<file path="src/pkg/acq_pkg.sv">
`default_nettype none
package acq_pkg;
	// Bus and structure sizes
	localparam int ACQ_AW = 8;
	localparam int ACQ_DW = 32;
	localparam int ACQ_NTERM = 4;
	localparam int ACQ_NSRC = 8;
	localparam int ACQ_NSTREAM = 4;
	localparam int ACQ_SELW = 3;
	localparam int ACQ_FLW = 8;

	// Register offsets (byte addresses, one word each)
	localparam logic [7:0] ACQ_CTRL = 8'h00;
	localparam logic [7:0] ACQ_START_SEL = 8'h04;
	localparam logic [7:0] ACQ_REF_SEL = 8'h08;
	localparam logic [7:0] ACQ_HOLD_SEL = 8'h0C;
	localparam logic [7:0] ACQ_COUNT = 8'h10;
	localparam logic [7:0] ACQ_DELAY = 8'h14;
	localparam logic [7:0] ACQ_RATE = 8'h18;
	localparam logic [7:0] ACQ_FILTER = 8'h1C;
	localparam logic [7:0] ACQ_STATUS = 8'h20;
	localparam logic [7:0] ACQ_TAKEN = 8'h24;

	// Control register field positions
	localparam int CTRL_SW_START = 0;
	localparam int CTRL_SW_STOP = 1;
	localparam int CTRL_CONT = 2;
	localparam int CTRL_REF = 3;
	localparam int CTRL_SRC_LO = 4;
	localparam int CTRL_FALL = 6;
	localparam int CTRL_ROUTE = 7;
	localparam int CTRL_MASK_LO = 8;
	// Source select / filter / status field positions
	localparam int SEL_EDGE = 3;
	localparam int HOLD_EN = 4;
	localparam int FILT_LEN_LO = 8;
	localparam int STAT_DONE = 2;
	localparam int STAT_GRANT_LO = 4;

	// Start source encodings
	localparam logic [1:0] SRC_NONE = 2'h0;
	localparam logic [1:0] SRC_DIG = 2'h1;
	localparam logic [1:0] SRC_ANA = 2'h2;

	// Values after reset
	localparam logic [31:0] RATE_RST = 32'h00000064;
	localparam logic [31:0] COUNT_RST = 32'h00000001;
	localparam logic [7:0] FILT_LEN_RST = 8'h04;

	typedef enum logic [1:0] {ST_IDLE, ST_ARMED, ST_RUN} acq_state_t;
endpackage
`default_nettype wire

</file>
<file path="src/hw/acq_line_filter.sv">
`timescale 1ns/1ps
`default_nettype none
module acq_line_filter (
	// Clock and reset
	input wire logic core_clk,
	input wire logic reset_n,
	// Line and settings
	input wire logic line_sync,
	input wire logic filt_on,
	input wire logic [acq_pkg::ACQ_FLW-1:0] filt_len,
	// Cleaned level
	output logic line_clean
);
	import acq_pkg::*;

	logic [ACQ_FLW-1:0] stable_cnt;

	// With filt_on set, a change passes only after it has held for filt_len + 1 cycles
	always_ff @(posedge core_clk or negedge reset_n) begin
		if (!reset_n) begin
			line_clean <= 1'b0;
			stable_cnt <= '0;
		end else if (!filt_on || line_sync == line_clean) begin
			line_clean <= line_sync;
			stable_cnt <= '0;
		end else if (stable_cnt >= filt_len) begin
			line_clean <= line_sync;
			stable_cnt <= '0;
		end else begin
			stable_cnt <= stable_cnt + 8'h01;
		end
	end
endmodule
`default_nettype wire

</file>
<file path="src/hw/acq_rate_gen.sv">
`timescale 1ns/1ps
`default_nettype none
module acq_rate_gen (
	// Clock and reset
	input wire logic core_clk,
	input wire logic reset_n,
	// Control
	input wire logic run,
	input wire logic hold,
	input wire logic [31:0] first_delay,
	input wire logic [31:0] period,
	// One-cycle sample tick
	output logic tick
);
	import acq_pkg::*;

	logic [31:0] cnt;

	// Delay is loaded while stopped, so the first tick trails the start
	// by first_delay + 1 cycles; a period of zero behaves as one
	always_ff @(posedge core_clk or negedge reset_n) begin
		if (!reset_n) begin
			cnt <= '0;
			tick <= 1'b0;
		end else if (!run) begin
			cnt <= first_delay;
			tick <= 1'b0;
		end else if (hold) begin
			tick <= 1'b0;
		end else if (cnt == 32'h00000000) begin
			cnt <= (period == 32'h00000000) ? 32'h00000000 : period - 32'h1;
			tick <= 1'b1;
		end else begin
			cnt <= cnt - 32'h1;
			tick <= 1'b0;
		end
	end
endmodule
`default_nettype wire

</file>
<file path="src/hw/acq_trigger_ctrl.sv">
// Notes on behaviour
// - One timing engine: a start while armed or running is ignored.
// - No trigger source means software start begins; otherwise trigger begins it.
// - Finite mode stops itself after the programmed number of samples.
// - Finite mode may instead stop on a reference trigger edge.
// - Continuous mode runs until a software stop; no count ends it.
// - No sample is taken before the start event.
// - A programmable delay separates start event and first sample.
// - Digital start source is chosen from terminals, counters or internal signals.
// - Digital start fires on rising or falling edge, as configured.
// - Analog comparison start fires on its first rising edge.
// - Start trigger can be routed to terminals as an active-high pulse.
// - Start, reference and hold sources are selected independently.
// - Every terminal input has its own enableable noise filter.
// - Four data streams; acquisition claims a free one while it runs.
// - Each sample clock pulse marks one sample of all channels.
//
// The address map and the strobed register port were left to the implementer.
`timescale 1ns/1ps
`default_nettype none
module acq_trigger_ctrl (
	// Clock and reset
	input wire logic core_clk,
	input wire logic reset_n,
	// Register port
	input wire logic [acq_pkg::ACQ_AW-1:0] reg_addr,
	input wire logic [acq_pkg::ACQ_DW-1:0] reg_wdata,
	input wire logic reg_write,
	input wire logic reg_read,
	output logic [acq_pkg::ACQ_DW-1:0] reg_rdata,
	// Programmable function terminal pins
	input wire logic [acq_pkg::ACQ_NTERM-1:0] pft_in,
	output logic [acq_pkg::ACQ_NTERM-1:0] pft_out,
	output logic [acq_pkg::ACQ_NTERM-1:0] pft_oe,
	// Internal trigger sources (same clock)
	input wire logic [1:0] ctr_out,
	input wire logic [1:0] int_trig,
	// Analog comparison event from an input module
	input wire logic ana_cmp_event,
	// Data stream allocation
	input wire logic [acq_pkg::ACQ_NSTREAM-1:0] stream_busy,
	output logic [acq_pkg::ACQ_NSTREAM-1:0] stream_grant,
	// Acquisition timing
	output logic acq_sample_clock,
	output logic acq_active
);
	import acq_pkg::*;

	acq_state_t state;
	acq_state_t next_state;

	// Configuration
	logic mode_cont, mode_ref, start_fall, route_en;
	logic [1:0] start_src;
	logic [ACQ_NTERM-1:0] route_mask;
	logic [ACQ_SELW-1:0] start_sel, ref_sel, hold_sel;
	logic ref_fall, hold_low, hold_on;
	logic [31:0] sample_count, start_delay, sample_rate, taken;
	logic [ACQ_NTERM-1:0] filt_en;
	logic [ACQ_FLW-1:0] filt_len;
	logic done;

	// Source conditioning
	logic [ACQ_NTERM-1:0] pft_meta, pft_sync, pft_clean;
	logic ana_meta, ana_sync, ana_prev;
	logic [ACQ_NSRC-1:0] src_vec;
	logic dig_now, dig_prev, ref_now, ref_prev, hold_now;
	logic dig_edge, ana_rise, ref_edge, start_fire;
	logic sw_start, sw_stop, count_hit, sample_tick, sample_ok;
	logic [ACQ_NSTREAM-1:0] stream_free, stream_pick;

	// Two flops on every pin, then a per-line filter
	always_ff @(posedge core_clk or negedge reset_n) begin
		if (!reset_n) begin
			pft_meta <= '0;
			pft_sync <= '0;
			ana_meta <= 1'b0;
			ana_sync <= 1'b0;
		end else begin
			pft_meta <= pft_in;
			pft_sync <= pft_meta;
			ana_meta <= ana_cmp_event;
			ana_sync <= ana_meta;
		end
	end

	for (genvar gi = 0; gi < ACQ_NTERM; gi++) begin : g_filt
		acq_line_filter u_filt (
			.core_clk(core_clk),
			.reset_n(reset_n),
			.line_sync(pft_sync[gi]),
			.filt_on(filt_en[gi]),
			.filt_len(filt_len),
			.line_clean(pft_clean[gi])
		);
	end

	// Source menu: terminals, counter outputs, internal signals
	assign src_vec = {int_trig, ctr_out, pft_clean};
	assign dig_now = src_vec[start_sel];
	assign ref_now = src_vec[ref_sel];
	assign hold_now = hold_on && (src_vec[hold_sel] ^ hold_low);

	// Previous levels for edge detection
	always_ff @(posedge core_clk or negedge reset_n) begin
		if (!reset_n) begin
			dig_prev <= 1'b0;
			ref_prev <= 1'b0;
			ana_prev <= 1'b0;
		end else begin
			dig_prev <= dig_now;
			ref_prev <= ref_now;
			ana_prev <= ana_sync;
		end
	end

	assign dig_edge = start_fall ? (dig_prev && !dig_now)
		: (!dig_prev && dig_now);
	assign ana_rise = !ana_prev && ana_sync;
	assign ref_edge = ref_fall ? (ref_prev && !ref_now)
		: (!ref_prev && ref_now);

	// Software commands are write-one pulses in the control word
	assign sw_start = reg_write && reg_addr == ACQ_CTRL
		&& reg_wdata[CTRL_SW_START];
	assign sw_stop = reg_write && reg_addr == ACQ_CTRL
		&& reg_wdata[CTRL_SW_STOP];

	// Lowest free stream; waiting for one keeps the task armed
	assign stream_free = ~stream_busy;
	assign stream_pick = stream_free & (~stream_free + 4'h1);

	// One qualified start per armed period; edges while running are ignored
	always_comb begin
		start_fire = 1'b0;
		if (state == ST_ARMED && stream_free != 4'h0) begin
			case (start_src)
				SRC_NONE: start_fire = 1'b1;
				SRC_DIG: start_fire = dig_edge;
				SRC_ANA: start_fire = ana_rise;
				default: start_fire = 1'b0;
			endcase
		end
	end

	// Rate generator: delay to first sample, paused by the hold trigger
	acq_rate_gen u_rate (
		.core_clk(core_clk),
		.reset_n(reset_n),
		.run(state == ST_RUN),
		.hold(hold_now),
		.first_delay(start_delay),
		.period(sample_rate),
		.tick(sample_tick)
	);

	assign sample_ok = sample_tick && state == ST_RUN;
	assign count_hit = !mode_cont && !mode_ref && sample_ok
		&& taken + 32'h1 >= sample_count;

	// Control state machine
	always_comb begin
		next_state = state;
		case (state)
			ST_IDLE: if (sw_start) next_state = ST_ARMED;
			ST_ARMED: begin
				if (sw_stop) next_state = ST_IDLE;
				else if (start_fire) next_state = ST_RUN;
			end
			ST_RUN: begin
				if (sw_stop) next_state = ST_IDLE;
				else if (count_hit) next_state = ST_IDLE;
				else if (mode_ref && !mode_cont && ref_edge)
					next_state = ST_IDLE;
			end
			default: next_state = ST_IDLE;
		endcase
	end

	// State register; a second start is absorbed while busy
	always_ff @(posedge core_clk or negedge reset_n) begin
		if (!reset_n) state <= ST_IDLE;
		else state <= next_state;
	end

	// Stream claim held for the run
	always_ff @(posedge core_clk or negedge reset_n) begin
		if (!reset_n) stream_grant <= '0;
		else if (start_fire) stream_grant <= stream_pick;
		else if (next_state != ST_RUN) stream_grant <= '0;
	end

	// Sample counter and sample clock pulse
	always_ff @(posedge core_clk or negedge reset_n) begin
		if (!reset_n) begin
			taken <= '0;
			acq_sample_clock <= 1'b0;
		end else begin
			acq_sample_clock <= sample_ok;
			if (start_fire) taken <= '0;
			else if (sample_ok) taken <= taken + 32'h1;
		end
	end

	// Done flag: hardware end sets it, a new start clears it; set wins
	always_ff @(posedge core_clk or negedge reset_n) begin
		if (!reset_n) done <= 1'b0;
		else if (state == ST_RUN && next_state == ST_IDLE && !sw_stop)
			done <= 1'b1;
		else if (sw_start) done <= 1'b0;
	end

	assign acq_active = (state == ST_RUN);

	// Routed start pulse; enables stay on so the pin idles low
	always_ff @(posedge core_clk or negedge reset_n) begin
		if (!reset_n) begin
			pft_out <= '0;
			pft_oe <= '0;
		end else begin
			pft_oe <= route_en ? route_mask : 4'h0;
			pft_out <= (route_en && start_fire) ? route_mask : 4'h0;
		end
	end

	// Register writes
	always_ff @(posedge core_clk or negedge reset_n) begin
		if (!reset_n) begin
			mode_cont <= 1'b0;
			mode_ref <= 1'b0;
			start_src <= SRC_NONE;
			start_fall <= 1'b0;
			route_en <= 1'b0;
			route_mask <= '0;
			start_sel <= '0;
			ref_sel <= '0;
			ref_fall <= 1'b0;
			hold_sel <= '0;
			hold_low <= 1'b0;
			hold_on <= 1'b0;
			sample_count <= COUNT_RST;
			start_delay <= '0;
			sample_rate <= RATE_RST;
			filt_en <= '0;
			filt_len <= FILT_LEN_RST;
		end else if (reg_write) begin
			case (reg_addr)
				ACQ_CTRL: begin
					mode_cont <= reg_wdata[CTRL_CONT];
					mode_ref <= reg_wdata[CTRL_REF];
					start_src <= reg_wdata[CTRL_SRC_LO +: 2];
					start_fall <= reg_wdata[CTRL_FALL];
					route_en <= reg_wdata[CTRL_ROUTE];
					route_mask <= reg_wdata[CTRL_MASK_LO +: ACQ_NTERM];
				end
				ACQ_START_SEL: start_sel <= reg_wdata[ACQ_SELW-1:0];
				ACQ_REF_SEL: begin
					ref_sel <= reg_wdata[ACQ_SELW-1:0];
					ref_fall <= reg_wdata[SEL_EDGE];
				end
				ACQ_HOLD_SEL: begin
					hold_sel <= reg_wdata[ACQ_SELW-1:0];
					hold_low <= reg_wdata[SEL_EDGE];
					hold_on <= reg_wdata[HOLD_EN];
				end
				ACQ_COUNT: sample_count <= reg_wdata;
				ACQ_DELAY: start_delay <= reg_wdata;
				ACQ_RATE: sample_rate <= reg_wdata;
				ACQ_FILTER: begin
					filt_en <= reg_wdata[ACQ_NTERM-1:0];
					filt_len <= reg_wdata[FILT_LEN_LO +: ACQ_FLW];
				end
				default: ;
			endcase
		end
	end

	// Read data one cycle after the strobe, zero otherwise
	always_ff @(posedge core_clk or negedge reset_n) begin
		if (!reset_n) reg_rdata <= '0;
		else if (!reg_read) reg_rdata <= '0;
		else begin
			case (reg_addr)
				ACQ_CTRL: reg_rdata <= {20'h0, route_mask, route_en,
					start_fall, start_src, mode_ref, mode_cont, 2'h0};
				ACQ_START_SEL: reg_rdata <= {29'h0, start_sel};
				ACQ_REF_SEL: reg_rdata <= {28'h0, ref_fall, ref_sel};
				ACQ_HOLD_SEL: reg_rdata <= {27'h0, hold_on, hold_low,
					hold_sel};
				ACQ_COUNT: reg_rdata <= sample_count;
				ACQ_DELAY: reg_rdata <= start_delay;
				ACQ_RATE: reg_rdata <= sample_rate;
				ACQ_FILTER: reg_rdata <= {16'h0, filt_len, 4'h0, filt_en};
				ACQ_STATUS: reg_rdata <= {24'h0, stream_grant, 1'b0,
					done, state};
				ACQ_TAKEN: reg_rdata <= taken;
				default: reg_rdata <= '0;
			endcase
		end
	end

	// Checks
	property p_one_engine;
		@(posedge core_clk) disable iff (!reset_n)
		(state == ST_RUN && sw_start && !sw_stop && !count_hit
			&& !(mode_ref && ref_edge)) |=> state == ST_RUN;
	endproperty
	a_one_engine: assert property (p_one_engine)
		else $error("start accepted while running");
	property p_sw_start;
		@(posedge core_clk) disable iff (!reset_n)
		(state == ST_IDLE && sw_start && stream_busy != 4'hF
			&& reg_wdata[CTRL_SRC_LO +: 2] == SRC_NONE)
			##1 (stream_busy != 4'hF && !sw_stop)
			|=> state == ST_RUN;
	endproperty
	a_sw_start: assert property (p_sw_start)
		else $error("software start did not begin acquisition");
	property p_count_stop;
		@(posedge core_clk) disable iff (!reset_n)
		(count_hit && !sw_stop) |=> state == ST_IDLE && done;
	endproperty
	a_count_stop: assert property (p_count_stop)
		else $error("finite count did not end acquisition");
	property p_ref_stop;
		@(posedge core_clk) disable iff (!reset_n)
		(state == ST_RUN && mode_ref && !mode_cont && ref_edge)
			|=> state == ST_IDLE;
	endproperty
	a_ref_stop: assert property (p_ref_stop)
		else $error("reference trigger did not stop acquisition");
	property p_cont_run;
		@(posedge core_clk) disable iff (!reset_n)
		(state == ST_RUN && mode_cont && !sw_stop) |=> state == ST_RUN;
	endproperty
	a_cont_run: assert property (p_cont_run)
		else $error("continuous acquisition ended without stop");
	property p_no_early;
		@(posedge core_clk) disable iff (!reset_n)
		acq_sample_clock |-> $past(state) == ST_RUN;
	endproperty
	a_no_early: assert property (p_no_early)
		else $error("sample taken outside a run");
	property p_dig_edge;
		@(posedge core_clk) disable iff (!reset_n)
		(state == ST_ARMED && start_src == SRC_DIG && stream_busy != 4'hF
			&& !sw_stop && (start_fall ? $fell(dig_now) : $rose(dig_now)))
			|=> state == ST_RUN ##0 acq_active;
	endproperty
	a_dig_edge: assert property (p_dig_edge)
		else $error("digital start edge missed");
	property p_route;
		@(posedge core_clk) disable iff (!reset_n)
		(start_fire && route_en && route_mask != 4'h0) |=>
			(pft_out == $past(route_mask)) ##1 pft_out == 4'h0;
	endproperty
	a_route: assert property (p_route)
		else $error("routed start pulse wrong");
	property p_count_tick;
		@(posedge core_clk) disable iff (!reset_n)
		(sample_ok && !start_fire) |=> taken == $past(taken) + 32'h1;
	endproperty
	a_count_tick: assert property (p_count_tick)
		else $error("sample not counted");
endmodule
`default_nettype wire

</file>
<file path="config.mk">
export PLATFORM = sky130hd
export DESIGN_NAME = acq_trigger_ctrl
export DESIGN_NICKNAME = d
export VERILOG_FILES = /design/src/pkg/acq_pkg.sv /design/src/hw/acq_line_filter.sv /design/src/hw/acq_rate_gen.sv /design/src/hw/acq_trigger_ctrl.sv
export SDC_FILE = /design/constraint.sdc
export NUM_CORES = 1
export LEC_CHECK = 0
export BUFFER_PORTS_ARGS = -buffer_cell sky130_fd_sc_hd__buf_4
export CAP_MARGIN = 30
export CORE_MARGIN = 1.5
export CORE_UTILIZATION = 55
export CTS_BUF_LIST = sky130_fd_sc_hd__clkbuf_2 sky130_fd_sc_hd__clkbuf_4 sky130_fd_sc_hd__clkbuf_8
export CTS_CLUSTER_SIZE = 20
export DETAILED_ROUTE_END_ITERATION = 8
export PLACE_DENSITY = 0.73
export SLEW_MARGIN = 20
export SYNTH_ARGS = -nofsm -noshare
export SYNTH_HDL_FRONTEND = slang
export SYNTH_SLANG_ARGS = --single-unit
</file>
<file path="constraint.sdc">
create_clock -name core_clk -period 8 [get_ports core_clk]
set_clock_uncertainty 0.1 [all_clocks]
set_input_delay 0.4 -clock core_clk [delete_from_list [all_inputs] [get_ports core_clk]]
set_output_delay 0.4 -clock core_clk [all_outputs]
set_load 0.005 [all_outputs]
</file>
==> impl_metrics.json <==
{
  "areaGrowthSynthToFinish_pct": 14.7,
  "die_x_um": 173,
  "finalCritPeriodShare_pct": 51.5,
  "cp.arrival_ns": 4.47,
  "ir_drop_v": 0.000137,
  "antenna_left": 0,
  "dpl.hpwl_um": 32000,
  "seq_area_mm2": 0.00731,
  "worstPathRequired_ns": 8.34,
  "drv_cap": 0,
  "firstDrtPassIters": 6,
  "synth_top_family_by_area": "simple AND/OR/NAND/NOR gates",
  "end_kind": "register",
  "initial_core_util_pct": 55.8,
  "worstHoldPathType": "primary input to register",
  "clock-sinks": 292,
  "hold_viol": 0,
  "rr_endpoint": "done",
  "timing.fmax_mhz": 243,
  "yosysWarnings": 0,
  "path_class": "register to register",
  "synth.area.mux_share_pct": 11.0,
  "drc": 0,
  "synth-seq-cells": 292,
  "r2r-start": "taken[8]",
  "cts_made_buffers": 48,
  "rows": 62,
  "tightest_slew_ns": 1.01,
  "num-fill-cells": 2310,
  "clk_path_buf_depth": 3,
  "htree_num_levels": 2,
  "hp-start": "reg_wdata[23]",
  "diodes": 0,
  "netlist_top_cells_area": "dfrtp_1 (45%), mux2_2 (9.8%), ha_1 (5.6%)",
  "drive_gt1_share_pct": 22.4,
  "post_dp_cell_area_mm2": 0.0170,
  "cp_max_fo": 6,
  "clk_pin_slew_ns": 0.06,
  "die_y_um": 173,
  "synth_nets": 1693,
  "reg2reg_slack_ns": 3.88,
  "seq_area_frac_synth_pct": 45.8,
  "drt_wl_total_um": 45600,
  "cts_root_buf": "clkbuf_8",
  "final_nets": 1808,
  "antenna_found_initial": 1,
  "gp_congestion": 0.891,
  "syn_avg_cell_area_um2": 10.2,
  "via_count": 13100,
  "start_kind": "register",
  "holdPathEnd": "sample_rate[23]",
  "p_per_area_mw_per_mm2": 206,
  "cts-resized-gates": 0,
  "synth_common_cells": "dfrtp_1 (287), mux2_2 (139), nor2_1 (138)",
  "reg2regPathDepth": 15,
  "via_per_inst": 6.24,
  "status": "finished clean",
  "synthesis.area_mm2": 0.0160,
  "slew_headroom_pct": 32.6,
  "power_mw": 3.77,
  "clk_latency_ns": 0.58,
  "grt_pass1_wl_um": 72100,
  "min_path_cells": 2,
  "finalMaxSlewViolations": 0,
  "synthAdderAreaFrac_pct": 5.64,
  "synth_xor_area_share_pct": 5.10,
  "hold-worst-slack_ns": 0.0278,
  "drt-initial-drc-count": 1271,
  "tns_ns": 0,
  "global_route.overflow_total": 0,
  "cts_tree": "yes",
  "synth_most_common_cell": "dfrtp_1",
  "leakagePower_nw": 8.28,
  "design.die.area_mm2": 0.0301,
  "setup_ws_ns": 3.88,
  "min_period_ns": 4.12,
  "post_drt_wl_per_cell_um": 21.7,
  "io_buffer_count": 102,
  "core_area_mm2": 0.0286,
  "setup-violations-final": 0,
  "synth_ff_type": "dfrtp_1",
  "rsz0062_at_grt": "false",
  "synth_area_leader_cell": "dfrtp_1",
  "synth-compound-area-share_pct": 14.0,
  "synth_cells": 1564,
  "multi_input_area_mm2": 0.00811,
  "preCtsSetupSlack_ns": 3.39,
  "grt_pass1_vias": 12900,
  "synth_edf_count": 0,
  "grt_max_degree": 167,
  "async_flop_share_pct": 100,
  "synth_top_cell_area_share_pct": 45.0,
  "synth_cell_types": 71,
  "boundaryPins": 103,
  "final_cell_area_mm2": 0.0183,
  "synth_simple_gate_area_share_pct": 14.9,
  "globalRouteTotalUtil_pct": 30.5
}
## area by class of cell
type / count / share of cell area (%)
Multi-Input combinational cell: 1126 / 44.3
Tap cell: 384 / 2.62
Clock buffer: 77 / 5.17
Inverter: 65 / 1.33
Timing Repair Buffer: 146 / 6.42
Sequential cell: 292 / 39.9
Clock inverter: 7 / 0.239
## registers in the layout, summed over array words and instances (netlist names), 4 cells and up
register                  flops
filt_en                       4
g_filt.u_filt.line_clean      4
start_delay                  32
sample_rate                  32
pft_meta                      4
g_filt.u_filt.stable_cnt     32
stream_grant                  4
pft_oe                        4
taken                        32
reg_rdata                    32
route_mask                    4
pft_sync                      4
u_rate.cnt                   32
sample_count                 32
pft_out                       4
filt_len                      8
## placed cells by master (no fill, tap or decap), types with 14 or more instances in the layout
cell type | synthesis | final
a21o_1 | 18 | 18
a21oi_1 | 88 | 88
a22oi_1 | 55 | 55
a31oi_1 | 16 | 16
and3_1 | 22 | 22
buf_4 | 2 | 114
clkbuf_4 | 0 | 18
clkbuf_8 | 0 | 59
dfrtp_1 | 287 | 287
dlygate4sd3_1 | 0 | 27
ha_1 | 72 | 72
inv_1 | 64 | 64
mux2_2 | 139 | 139
nand2_1 | 106 | 106
nand3_1 | 53 | 53
nand4_1 | 14 | 14
nor2_1 | 138 | 136
nor3_1 | 30 | 29
nor4_1 | 20 | 19
o21ai_0 | 68 | 68
xnor2_1 | 39 | 39
xor2_1 | 54 | 54
## where the power goes
part	switching, mW	internal, mW	leakage, nW
Clock	0.602	0.748	0.533
Combinational	0.424	0.285	3.90
Sequential	0.139	1.58	3.85
## worst max-delay path, stage by stage (launching register included)
cell and delay (ns):
dfrtp_1 0.44, nand3_1 0.23, or4_4 0.65, nor4_4 0.31, and3_1 0.33, nand3_1 0.17, xnor2_1 0.17, ha_1 0.29
a21o_1 0.18, a21o_1 0.16, a21oi_1 0.18, or4_1 0.14, o2111ai_1 0.10, a211oi_1 0.19, buf_2 0.26, o21ai_0 0.11
## worst max-delay path by stage
| stage | start | end | slack [ns] |
|---|---|---|---|
| after floorplan | taken[8] | stream_grant[2] | 4.27 |
| after global placement | taken[8] | stream_grant[3] | 3.53 |
| after detailed placement | taken[9] | done | 3.39 |
| after CTS | taken[8] | done | 3.38 |
| after global routing | taken[8] | done | 3.71 |
| final | taken[8] | done | 3.88 |
## per-stage QoR
| stage | std cells | utilization, % |
|---|---|---|
| 4_1_cts | 2094 | 63.9 |
| 3_5_place_dp | 1983 | 59.5 |
| 6_report | 2097 | 64.0 |
| 5_1_grt | 2097 | 64.0 |
| 2_1_floorplan | 1564 | - |
| 3_3_place_gp | 1983 | 59.5 |
## logic make-up (layout without fill, tap and decap cells)
group	Yosys count	in the layout
adder cells (fa/ha/maj)	72	72
XOR/XNOR	93	93
AO/OA/AOI/OAI	344	344
multiplexers	150	150
AND/OR/NAND/NOR	467	467
buffers and inverters	146	295
flip-flops	292	292
## metal layers
| metal | part of all wire (%) | vias to the layer above | GRT usage [%] |
|---|---|---|---|
| li1 | - | 5914 | - |
| met1 | 42 | 6466 | 41.7 |
| met2 | 47 | 593 | 49.2 |
| met3 | 7.1 | 111 | 4.32 |
| met4 | 4.0 | 2 | 12.4 |
| met5 | 0.022 | - | 0 |
## what timing repair did
item / 4_1_cts / 5_1_grt
setup buffers: 0 / 0
hold buffers: 27 / 0
hold endpoints to repair: 187 / 0
No activity file was read; power rests on OpenSTA's default activity.
